==> src/dcdac_pkg.sv <==
// Package for the DMA channel far-side address and control block.
// Assumes a 32-bit register port with one-cycle read latency.
`default_nettype none
package dcdac_pkg;
  // ----------------------------------------------------------------
  // Register map
  // ----------------------------------------------------------------
  localparam logic [7:0] OFS_CHAN_ACTIVATE = 8'h00; // Channel enable
  localparam logic [7:0] OFS_FAR_ADDR = 8'h0c;      // Far-side address
  localparam logic [7:0] OFS_CONTROL = 8'h10;       // Channel control
  localparam logic [7:0] OFS_ENGINE = 8'h20;        // Engine activate bit
  // ----------------------------------------------------------------
  // Control field positions
  // ----------------------------------------------------------------
  localparam int POS_ABORT = 25;
  localparam int POS_GO = 24;
  localparam int POS_SIZE_LO = 20;
  localparam int POS_HS_DIS = 19;
  localparam int POS_INC_FAR = 17;
  localparam int POS_BUSY = 5;
  // ----------------------------------------------------------------
  // Reset values
  // ----------------------------------------------------------------
  localparam logic [31:0] RST_FAR_ADDR = 32'h0000_0000;
  localparam logic [2:0] RST_SIZE = 3'h0;
  localparam logic [7:0] RST_COUNT = 8'h00;
  // ----------------------------------------------------------------
  // Types
  // ----------------------------------------------------------------
  // Handshake from the selected peripheral flow-control master
  typedef struct packed {
    logic req;
    logic term;
    logic done;
  } dcdac_hs_t;
  // Far-side bus request issued by the channel
  typedef struct packed {
    logic valid;
    logic [31:0] addr;
    logic [2:0] size;
  } dcdac_bus_t;
endpackage : dcdac_pkg
`default_nettype wire

==> src/dcdac_channel.sv <==
// Far-side address register and upper channel control of one DMA channel.
// Assumes the packet mover acknowledges each packet with pkt_done and
// that handshake pins come from another clock domain.
//
// Implementation choice: the plain strobed port.
`timescale 1ns/1ps
`default_nettype none
// How it works
// Far-side address drives the device bus address
// Step far address by size per packet
// Address bits above bus width stay zero
// Abort bit ends the transfer at once
// Go bit starts software-paced transfer
// Software sets handshake-disable before using go
// Packet width taken from size field
// Software programs only sizes 1, 2, 4
// Handshake-disable ignores request, terminate, done
// Step enable clear keeps address unchanged
// Run needs channel enable and engine activate
// Illegal size issues no bus transfer
module dcdac_channel #(
  parameter int ADDR_W = 32 // Width of the system bus address
) (
  // Clock and reset
  input wire logic ref_clk,
  input wire logic rst,
  // Register port
  input wire logic [7:0] reg_addr,
  input wire logic [31:0] reg_wdata,
  input wire logic reg_wr,
  input wire logic reg_rd,
  output logic [31:0] reg_rdata,
  // Flow-control handshake pins
  input wire dcdac_pkg::dcdac_hs_t hs_in,
  // Far-side packet request and completion
  output dcdac_pkg::dcdac_bus_t far_bus,
  input wire logic pkt_done,
  // Transfer status
  output logic busy,
  output logic aborted
);
  // ----------------------------------------------------------------
  // Declarations
  // ----------------------------------------------------------------
  typedef enum logic [2:0] {
    DC_IDLE = 3'b001, // Waiting for a start
    DC_XFER = 3'b010, // Moving packets
    DC_WAIT = 3'b100  // Packet issued, awaiting completion
  } dcdac_state_t;
  localparam logic [31:0] ADDR_MASK = (ADDR_W >= 32) ? 32'hffff_ffff : ((32'h1 << ADDR_W) - 32'h1);
  dcdac_state_t state_ff; // Channel sequencer
  logic [31:0] far_addr_ff; // Far-side address register
  logic abort_ff; // Abort control bit
  logic go_ff; // Firmware kick bit
  logic [2:0] size_ff; // Packet byte size
  logic hs_dis_ff; // Handshake disable
  logic inc_far_ff; // Far address stepping
  logic chan_en_ff; // Channel enable
  logic engine_en_ff; // Engine activate
  dcdac_pkg::dcdac_hs_t hs_s1_ff; // First sync stage, read only by second
  dcdac_pkg::dcdac_hs_t hs_s2_ff; // Synchronised handshake
  dcdac_pkg::dcdac_bus_t bus_ff; // Far-side request
  logic aborted_ff; // Last transfer ended by abort
  logic run; // Channel may operate
  logic size_ok; // Size code legal
  logic hs_req; // Gated request
  logic hs_end; // Gated terminate or done
  logic [31:0] ctrl_rd; // Control readback
  logic [31:0] nxt_far_addr; // Stepped far address

  // Legal packet sizes are 1, 2 or 4 bytes
  function automatic logic size_legal(input logic [2:0] s);
    size_legal = (s == 3'h1) || (s == 3'h2) || (s == 3'h4);
  endfunction : size_legal

  assign run = chan_en_ff & engine_en_ff;
  assign size_ok = size_legal(size_ff);
  assign hs_req = hs_s2_ff.req & ~hs_dis_ff;
  assign hs_end = (hs_s2_ff.term | hs_s2_ff.done) & ~hs_dis_ff;
  assign nxt_far_addr = (far_addr_ff + {29'h0, size_ff}) & ADDR_MASK;

  // ----------------------------------------------------------------
  // Handshake synchroniser
  // ----------------------------------------------------------------
  // Two stages; pins are asynchronous to ref_clk
  always_ff @(posedge ref_clk) begin
    if (rst) begin
      hs_s1_ff <= '0;
      hs_s2_ff <= '0;
    end else begin
      hs_s1_ff <= hs_in;
      hs_s2_ff <= hs_s1_ff;
    end
  end

  // ----------------------------------------------------------------
  // Control register writes
  // ----------------------------------------------------------------
  // Go and abort self-clear once acted upon so a single write is one request
  always_ff @(posedge ref_clk) begin
    if (rst) begin
      abort_ff <= 1'b0;
      go_ff <= 1'b0;
      size_ff <= dcdac_pkg::RST_SIZE;
      hs_dis_ff <= 1'b0;
      inc_far_ff <= 1'b0;
      chan_en_ff <= 1'b0;
      engine_en_ff <= 1'b0;
    end else begin
      // Clear consumed requests first; a write in the same cycle wins
      if (state_ff == DC_IDLE) begin
        abort_ff <= 1'b0;
      end
      if (state_ff != DC_IDLE) begin
        go_ff <= 1'b0;
      end
      if (reg_wr && reg_addr == dcdac_pkg::OFS_CONTROL) begin
        abort_ff <= reg_wdata[dcdac_pkg::POS_ABORT];
        go_ff <= reg_wdata[dcdac_pkg::POS_GO];
        size_ff <= reg_wdata[dcdac_pkg::POS_SIZE_LO +: 3];
        hs_dis_ff <= reg_wdata[dcdac_pkg::POS_HS_DIS];
        inc_far_ff <= reg_wdata[dcdac_pkg::POS_INC_FAR];
      end
      if (reg_wr && reg_addr == dcdac_pkg::OFS_CHAN_ACTIVATE) begin
        chan_en_ff <= reg_wdata[0];
      end
      if (reg_wr && reg_addr == dcdac_pkg::OFS_ENGINE) begin
        engine_en_ff <= reg_wdata[0];
      end
    end
  end

  // ----------------------------------------------------------------
  // Far-side address register
  // ----------------------------------------------------------------
  // Hardware step and software write collide rarely; software wins
  always_ff @(posedge ref_clk) begin
    if (rst) begin
      far_addr_ff <= dcdac_pkg::RST_FAR_ADDR;
    end else if (reg_wr && reg_addr == dcdac_pkg::OFS_FAR_ADDR) begin
      far_addr_ff <= reg_wdata & ADDR_MASK;
    end else if (state_ff == DC_WAIT && pkt_done && inc_far_ff) begin
      far_addr_ff <= nxt_far_addr;
    end
  end

  // ----------------------------------------------------------------
  // Channel sequencer
  // ----------------------------------------------------------------
  // Firmware mode moves packets back to back; hardware mode waits for req
  always_ff @(posedge ref_clk) begin
    if (rst) begin
      state_ff <= DC_IDLE;
      bus_ff <= '0;
      aborted_ff <= 1'b0;
    end else begin
      bus_ff.valid <= 1'b0;
      unique case (state_ff)
        DC_IDLE: begin
          if (run && !abort_ff && ((go_ff && hs_dis_ff) || hs_req)) begin
            state_ff <= DC_XFER;
            aborted_ff <= 1'b0;
          end
        end
        DC_XFER: begin
          if (abort_ff || !run) begin
            state_ff <= DC_IDLE;
            aborted_ff <= abort_ff;
          end else if (hs_end) begin
            state_ff <= DC_IDLE;
          end else if (size_ok && (hs_dis_ff || hs_req)) begin
            bus_ff.valid <= 1'b1;
            bus_ff.addr <= far_addr_ff;
            bus_ff.size <= size_ff;
            state_ff <= DC_WAIT;
          end
        end
        DC_WAIT: begin
          if (abort_ff || !run) begin
            state_ff <= DC_IDLE;
            aborted_ff <= abort_ff;
          end else if (pkt_done) begin
            state_ff <= DC_XFER;
          end
        end
      endcase
    end
  end

  // ----------------------------------------------------------------
  // Register read port
  // ----------------------------------------------------------------
  always_comb begin
    ctrl_rd = 32'h0;
    ctrl_rd[dcdac_pkg::POS_ABORT] = abort_ff;
    ctrl_rd[dcdac_pkg::POS_GO] = go_ff;
    ctrl_rd[dcdac_pkg::POS_SIZE_LO +: 3] = size_ff;
    ctrl_rd[dcdac_pkg::POS_HS_DIS] = hs_dis_ff;
    ctrl_rd[dcdac_pkg::POS_INC_FAR] = inc_far_ff;
    ctrl_rd[dcdac_pkg::POS_BUSY] = (state_ff != DC_IDLE);
  end

  // Unmapped offsets read as zero
  always_ff @(posedge ref_clk) begin
    if (rst) begin
      reg_rdata <= 32'h0;
    end else if (reg_rd) begin
      unique case (reg_addr)
        dcdac_pkg::OFS_FAR_ADDR: reg_rdata <= far_addr_ff;
        dcdac_pkg::OFS_CONTROL: reg_rdata <= ctrl_rd;
        dcdac_pkg::OFS_CHAN_ACTIVATE: reg_rdata <= {31'h0, chan_en_ff};
        dcdac_pkg::OFS_ENGINE: reg_rdata <= {31'h0, engine_en_ff};
        default: reg_rdata <= 32'h0;
      endcase
    end else begin
      reg_rdata <= 32'h0;
    end
  end

  // ----------------------------------------------------------------
  // Outputs
  // ----------------------------------------------------------------
  always_ff @(posedge ref_clk) begin
    if (rst) begin
      busy <= 1'b0;
    end else begin
      busy <= (state_ff != DC_IDLE);
    end
  end
  assign far_bus = bus_ff;
  assign aborted = aborted_ff;
endmodule : dcdac_channel
`default_nettype wire

==> config.mk <==
export PLATFORM = sky130hd
export DESIGN_NAME = dcdac_channel
export DESIGN_NICKNAME = d
export VERILOG_FILES = /design/src/dcdac_pkg.sv /design/src/dcdac_channel.sv
export SDC_FILE = /design/constraint.sdc
export NUM_CORES = 1
export LEC_CHECK = 0
export BUFFER_PORTS_ARGS = -buffer_cell sky130_fd_sc_hd__clkbuf_2
export CORE_MARGIN = 2
export CORE_UTILIZATION = 30
export DETAILED_ROUTE_END_ITERATION = 8
export GPL_TIMING_DRIVEN = 1
export PLACE_DENSITY = 0.6
export SKIP_LAST_GASP = 1
export SLEW_MARGIN = 15
export SYNTH_ARGS = -nofsm -noshare
export SYNTH_HDL_FRONTEND = slang
export SYNTH_SLANG_ARGS = --single-unit
==> constraint.sdc <==
create_clock -name ref_clk -period 2.4 [get_ports ref_clk]
set_input_delay 0.24 -clock ref_clk [delete_from_list [all_inputs] [get_ports ref_clk]]
set_output_delay 0.24 -clock ref_clk [all_outputs]
set_load 0.02 [all_outputs]
==> impl_metrics.tcl <==
set metrics [dict create \
    status "complete, no violations" \
    io_pins 118 \
    end_kind "flip-flop" \
    hold_viol_final 0 \
    coreArea_sq_um 16700 \
    ant_nets 0 \
    clkSinkCount 120 \
    hold_class "input pin to flip-flop" \
    first_global_vias 4079 \
    synth-seq-cells 120 \
    r2r_cells 7 \
    worstMarginPinSlew_ns 0.605 \
    grt_use_total_pct 15.5 \
    maxSlewHeadroom_pct 59.6 \
    reg2reg_slack_ns 0.34 \
    synth_cell_types 56 \
    ys.flop_type "dfxtp_1" \
    critPathLaunch "far_addr_ff[0]" \
    grt_pass1_wl_mm 21.7 \
    leakagePower_nw 2.51 \
    path_clk_slew_ns 0.05 \
    cts_tree "done" \
    drc 0 \
    drtIter0Drc 210 \
    cts-buffers-inserted 17 \
    synth_top_area_share_pct 46.6 \
    finClkSkew_ns 0.00912 \
    yosys.area_share.simple_pct 26.3 \
    hold_buffers 0 \
    vias 4154 \
    synth_edf_count 0 \
    n_antenna_cell 0 \
    arrival_ns 2.39 \
    place.gp.congestion 0.808 \
    initial_core_util_pct 30.9 \
    multi_input_area_sq_um 2560 \
    grt_overflow 0 \
    antenna_found_initial 0 \
    grt_max_degree 47 \
    yosysTopAreaCell "dfxtp_1" \
    rows 47 \
    finalSetupTns_ns 0 \
    htreeDepth 4 \
    fin_crit_ns 2.06 \
    power_density_nw_per_um2 695 \
    synthTopCellsByArea "dfxtp_1 47%, mux2i_1 7.6%, nor2_1 6.1%, xnor2_1 4.1%, a211oi_1 2.9%" \
    timing.final.crit_share_pct 85.9 \
    synth_top_family_by_area "simple AND/OR/NAND/NOR gates" \
    fin_nets 693 \
    p_total_mw 4.52 \
    drive_above_1_share_pct 30.4 \
    fillCellCount 1737 \
    seq_area_frac_synth_pct 46.6 \
    synthesis.nets 580 \
    seq_area_sq_um 2400 \
    wl_per_cell_um 15.9 \
    synth_compound_gate_area_share_pct 9.68 \
    async_reset_ff_share_pct 0 \
    worst-setup-path-type "flip-flop to flip-flop" \
    yosys.area_share.xor_xnor_pct 4.58 \
    synth_cells 528 \
    hold_path_depth 2 \
    drt-pass1-iter-count 4 \
    syn_to_final_growth_pct 26.0 \
    drt-total-wl_mm 13.9 \
    min_to "hs_s1_ff[0]" \
    port_buffers 117 \
    cts-resized-gates 0 \
    dieArea_sq_um 18300 \
    synthMuxAreaShare_pct 7.79 \
    fmax_mhz 485 \
    crit_fanout 14 \
    root_buffer "clkbuf_16" \
    clock_latency_ns 0.41 \
    ir_drop_uv 463 \
    slew_viol_final 0 \
    crit_required_ns 2.73 \
    die_w_um 135 \
    critical_path.startpoint_type "flip-flop" \
    yosysWarnings 0 \
    layout_common_cells "120 x dfxtp_1, 116 x clkbuf_2, 84 x nor2_1" \
    syn-cell-area_sq_um 5160 \
    final-setup-viol-count 0 \
    final_common_cell "dfxtp_1" \
    hpwl_mm 10.0 \
    synth_fa_ha_area_share_pct 1.12 \
    die_h_um 135 \
    avgSynthCellArea_sq_um 9.77 \
    cts_buffer_depth 2 \
    hp-start "hs_in[0]" \
    maxCapViolations 0 \
    timing.rr.start "far_addr_ff[0]" \
    rsz0062_at_grt "no" \
    rr_endpoint "far_addr_ff[28]" \
    avgViaCountPerCell 4.75 \
    post_cts.repair.setup_buffers 0 \
]
==> cells by family after synthesis <==
kind of cell | after synthesis
AND/OR/NAND/NOR | 231
AO/OA/AOI/OAI | 68
multiplexers | 40
adder cells (fa/ha/maj) | 4
flip-flops | 120
buffers and inverters | 38
XOR/XNOR | 27
==> report_power, final <==
| part | switching (mW) | leakage (nW) | internal (mW) |
|---|---|---|---|
| logic | 0.0773 | 1.28 | 0.0510 |
| clock network | 0.914 | 0.262 | 1.46 |
| registers | 0.00902 | 0.968 | 2.00 |
==> stage by stage <==
stage          setup WS (ns)  util, %  hold slack [ns]  std cells  area, sq um
2_1_floorplan          0.526        -            0.368        528         5160
3_3_place_gp           0.361     35.6            0.420        842         5940
3_5_place_dp           0.334     35.6            0.425        842         5940
4_1_cts                0.322     38.9           0.0188        874         6500
5_1_grt               0.0997     38.9           0.0244        874         6500
6_report               0.339     38.9           0.0389        874         6500
==> Yosys cell counts, types with 3 or more instances <==
cell	instances
nand3_1	19
ha_1	3
nor2_1	84
nand3b_1	4
buf_6	6
nor4_1	5
dfxtp_1	120
nor3_1	5
and2_1	22
nand2b_1	4
mux2i_1	39
inv_1	4
buf_2	6
nand2_1	29
xnor2_1	24
or3_1	6
a22oi_1	8
nor4_4	3
a211oi_1	20
xor2_1	3
a211oi_2	5
nor4b_2	3
a21oi_1	14
and3_1	9
a311oi_1	5
o21ai_0	6
clkbuf_1	18
nor3_2	9
nor2b_1	8
nor4_2	4
==> worst max-delay path by stage <==
| stage | endpoint | depth (start not counted) |
|---|---|---|
| after global placement | far_addr_ff[26] | 7 |
| after detailed placement | far_addr_ff[28] | 7 |
| final | far_addr_ff[28] | 7 |
| after global routing | far_bus[25] | 6 |
| after floorplan | far_addr_ff[16] | 8 |
| after CTS | far_bus[28] | 6 |
==> worst max-delay path: stages, from the launching register on <==
cell and delay [ns]:
dfxtp_1 0.38, ha_1 0.20, fa_1 0.21, a21o_1 0.18, nand4_4 0.30, nor4_2 0.40
xnor2_1 0.11, o31ai_1 0.18
==> sequential cells by signal (all words and copies together) (netlist names), 3 cells and up <==
signal	flops
far_bus	36
far_addr_ff	32
reg_rdata	32
hs_s1_ff	3
hs_s2_ff	3
size_ff	3
state_ff	3
==> area by class of cell <==
class,count,share of cell area [%]
clock buffers,19,6.97
clock inverters,13,1.62
inverters,4,0.231
multi-input cells,370,39.5
flip-flops and latches,120,37.0
well taps,220,4.24
repair buffers,128,10.5
==> routing by layer <==
| layer | track usage [%] | vias up | wire, um |
|---|---|---|---|
| li1 | - | 2085 | - |
| met2 | 24.7 | 94 | 6640 |
| met3 | 5.01 | 9 | 710 |
| met4 | 4.57 | 0 | 119 |
| met5 | 0 | - | 0 |
| met1 | 20.2 | 1966 | 6440 |
No activity file was read; power rests on OpenSTA's default activity.
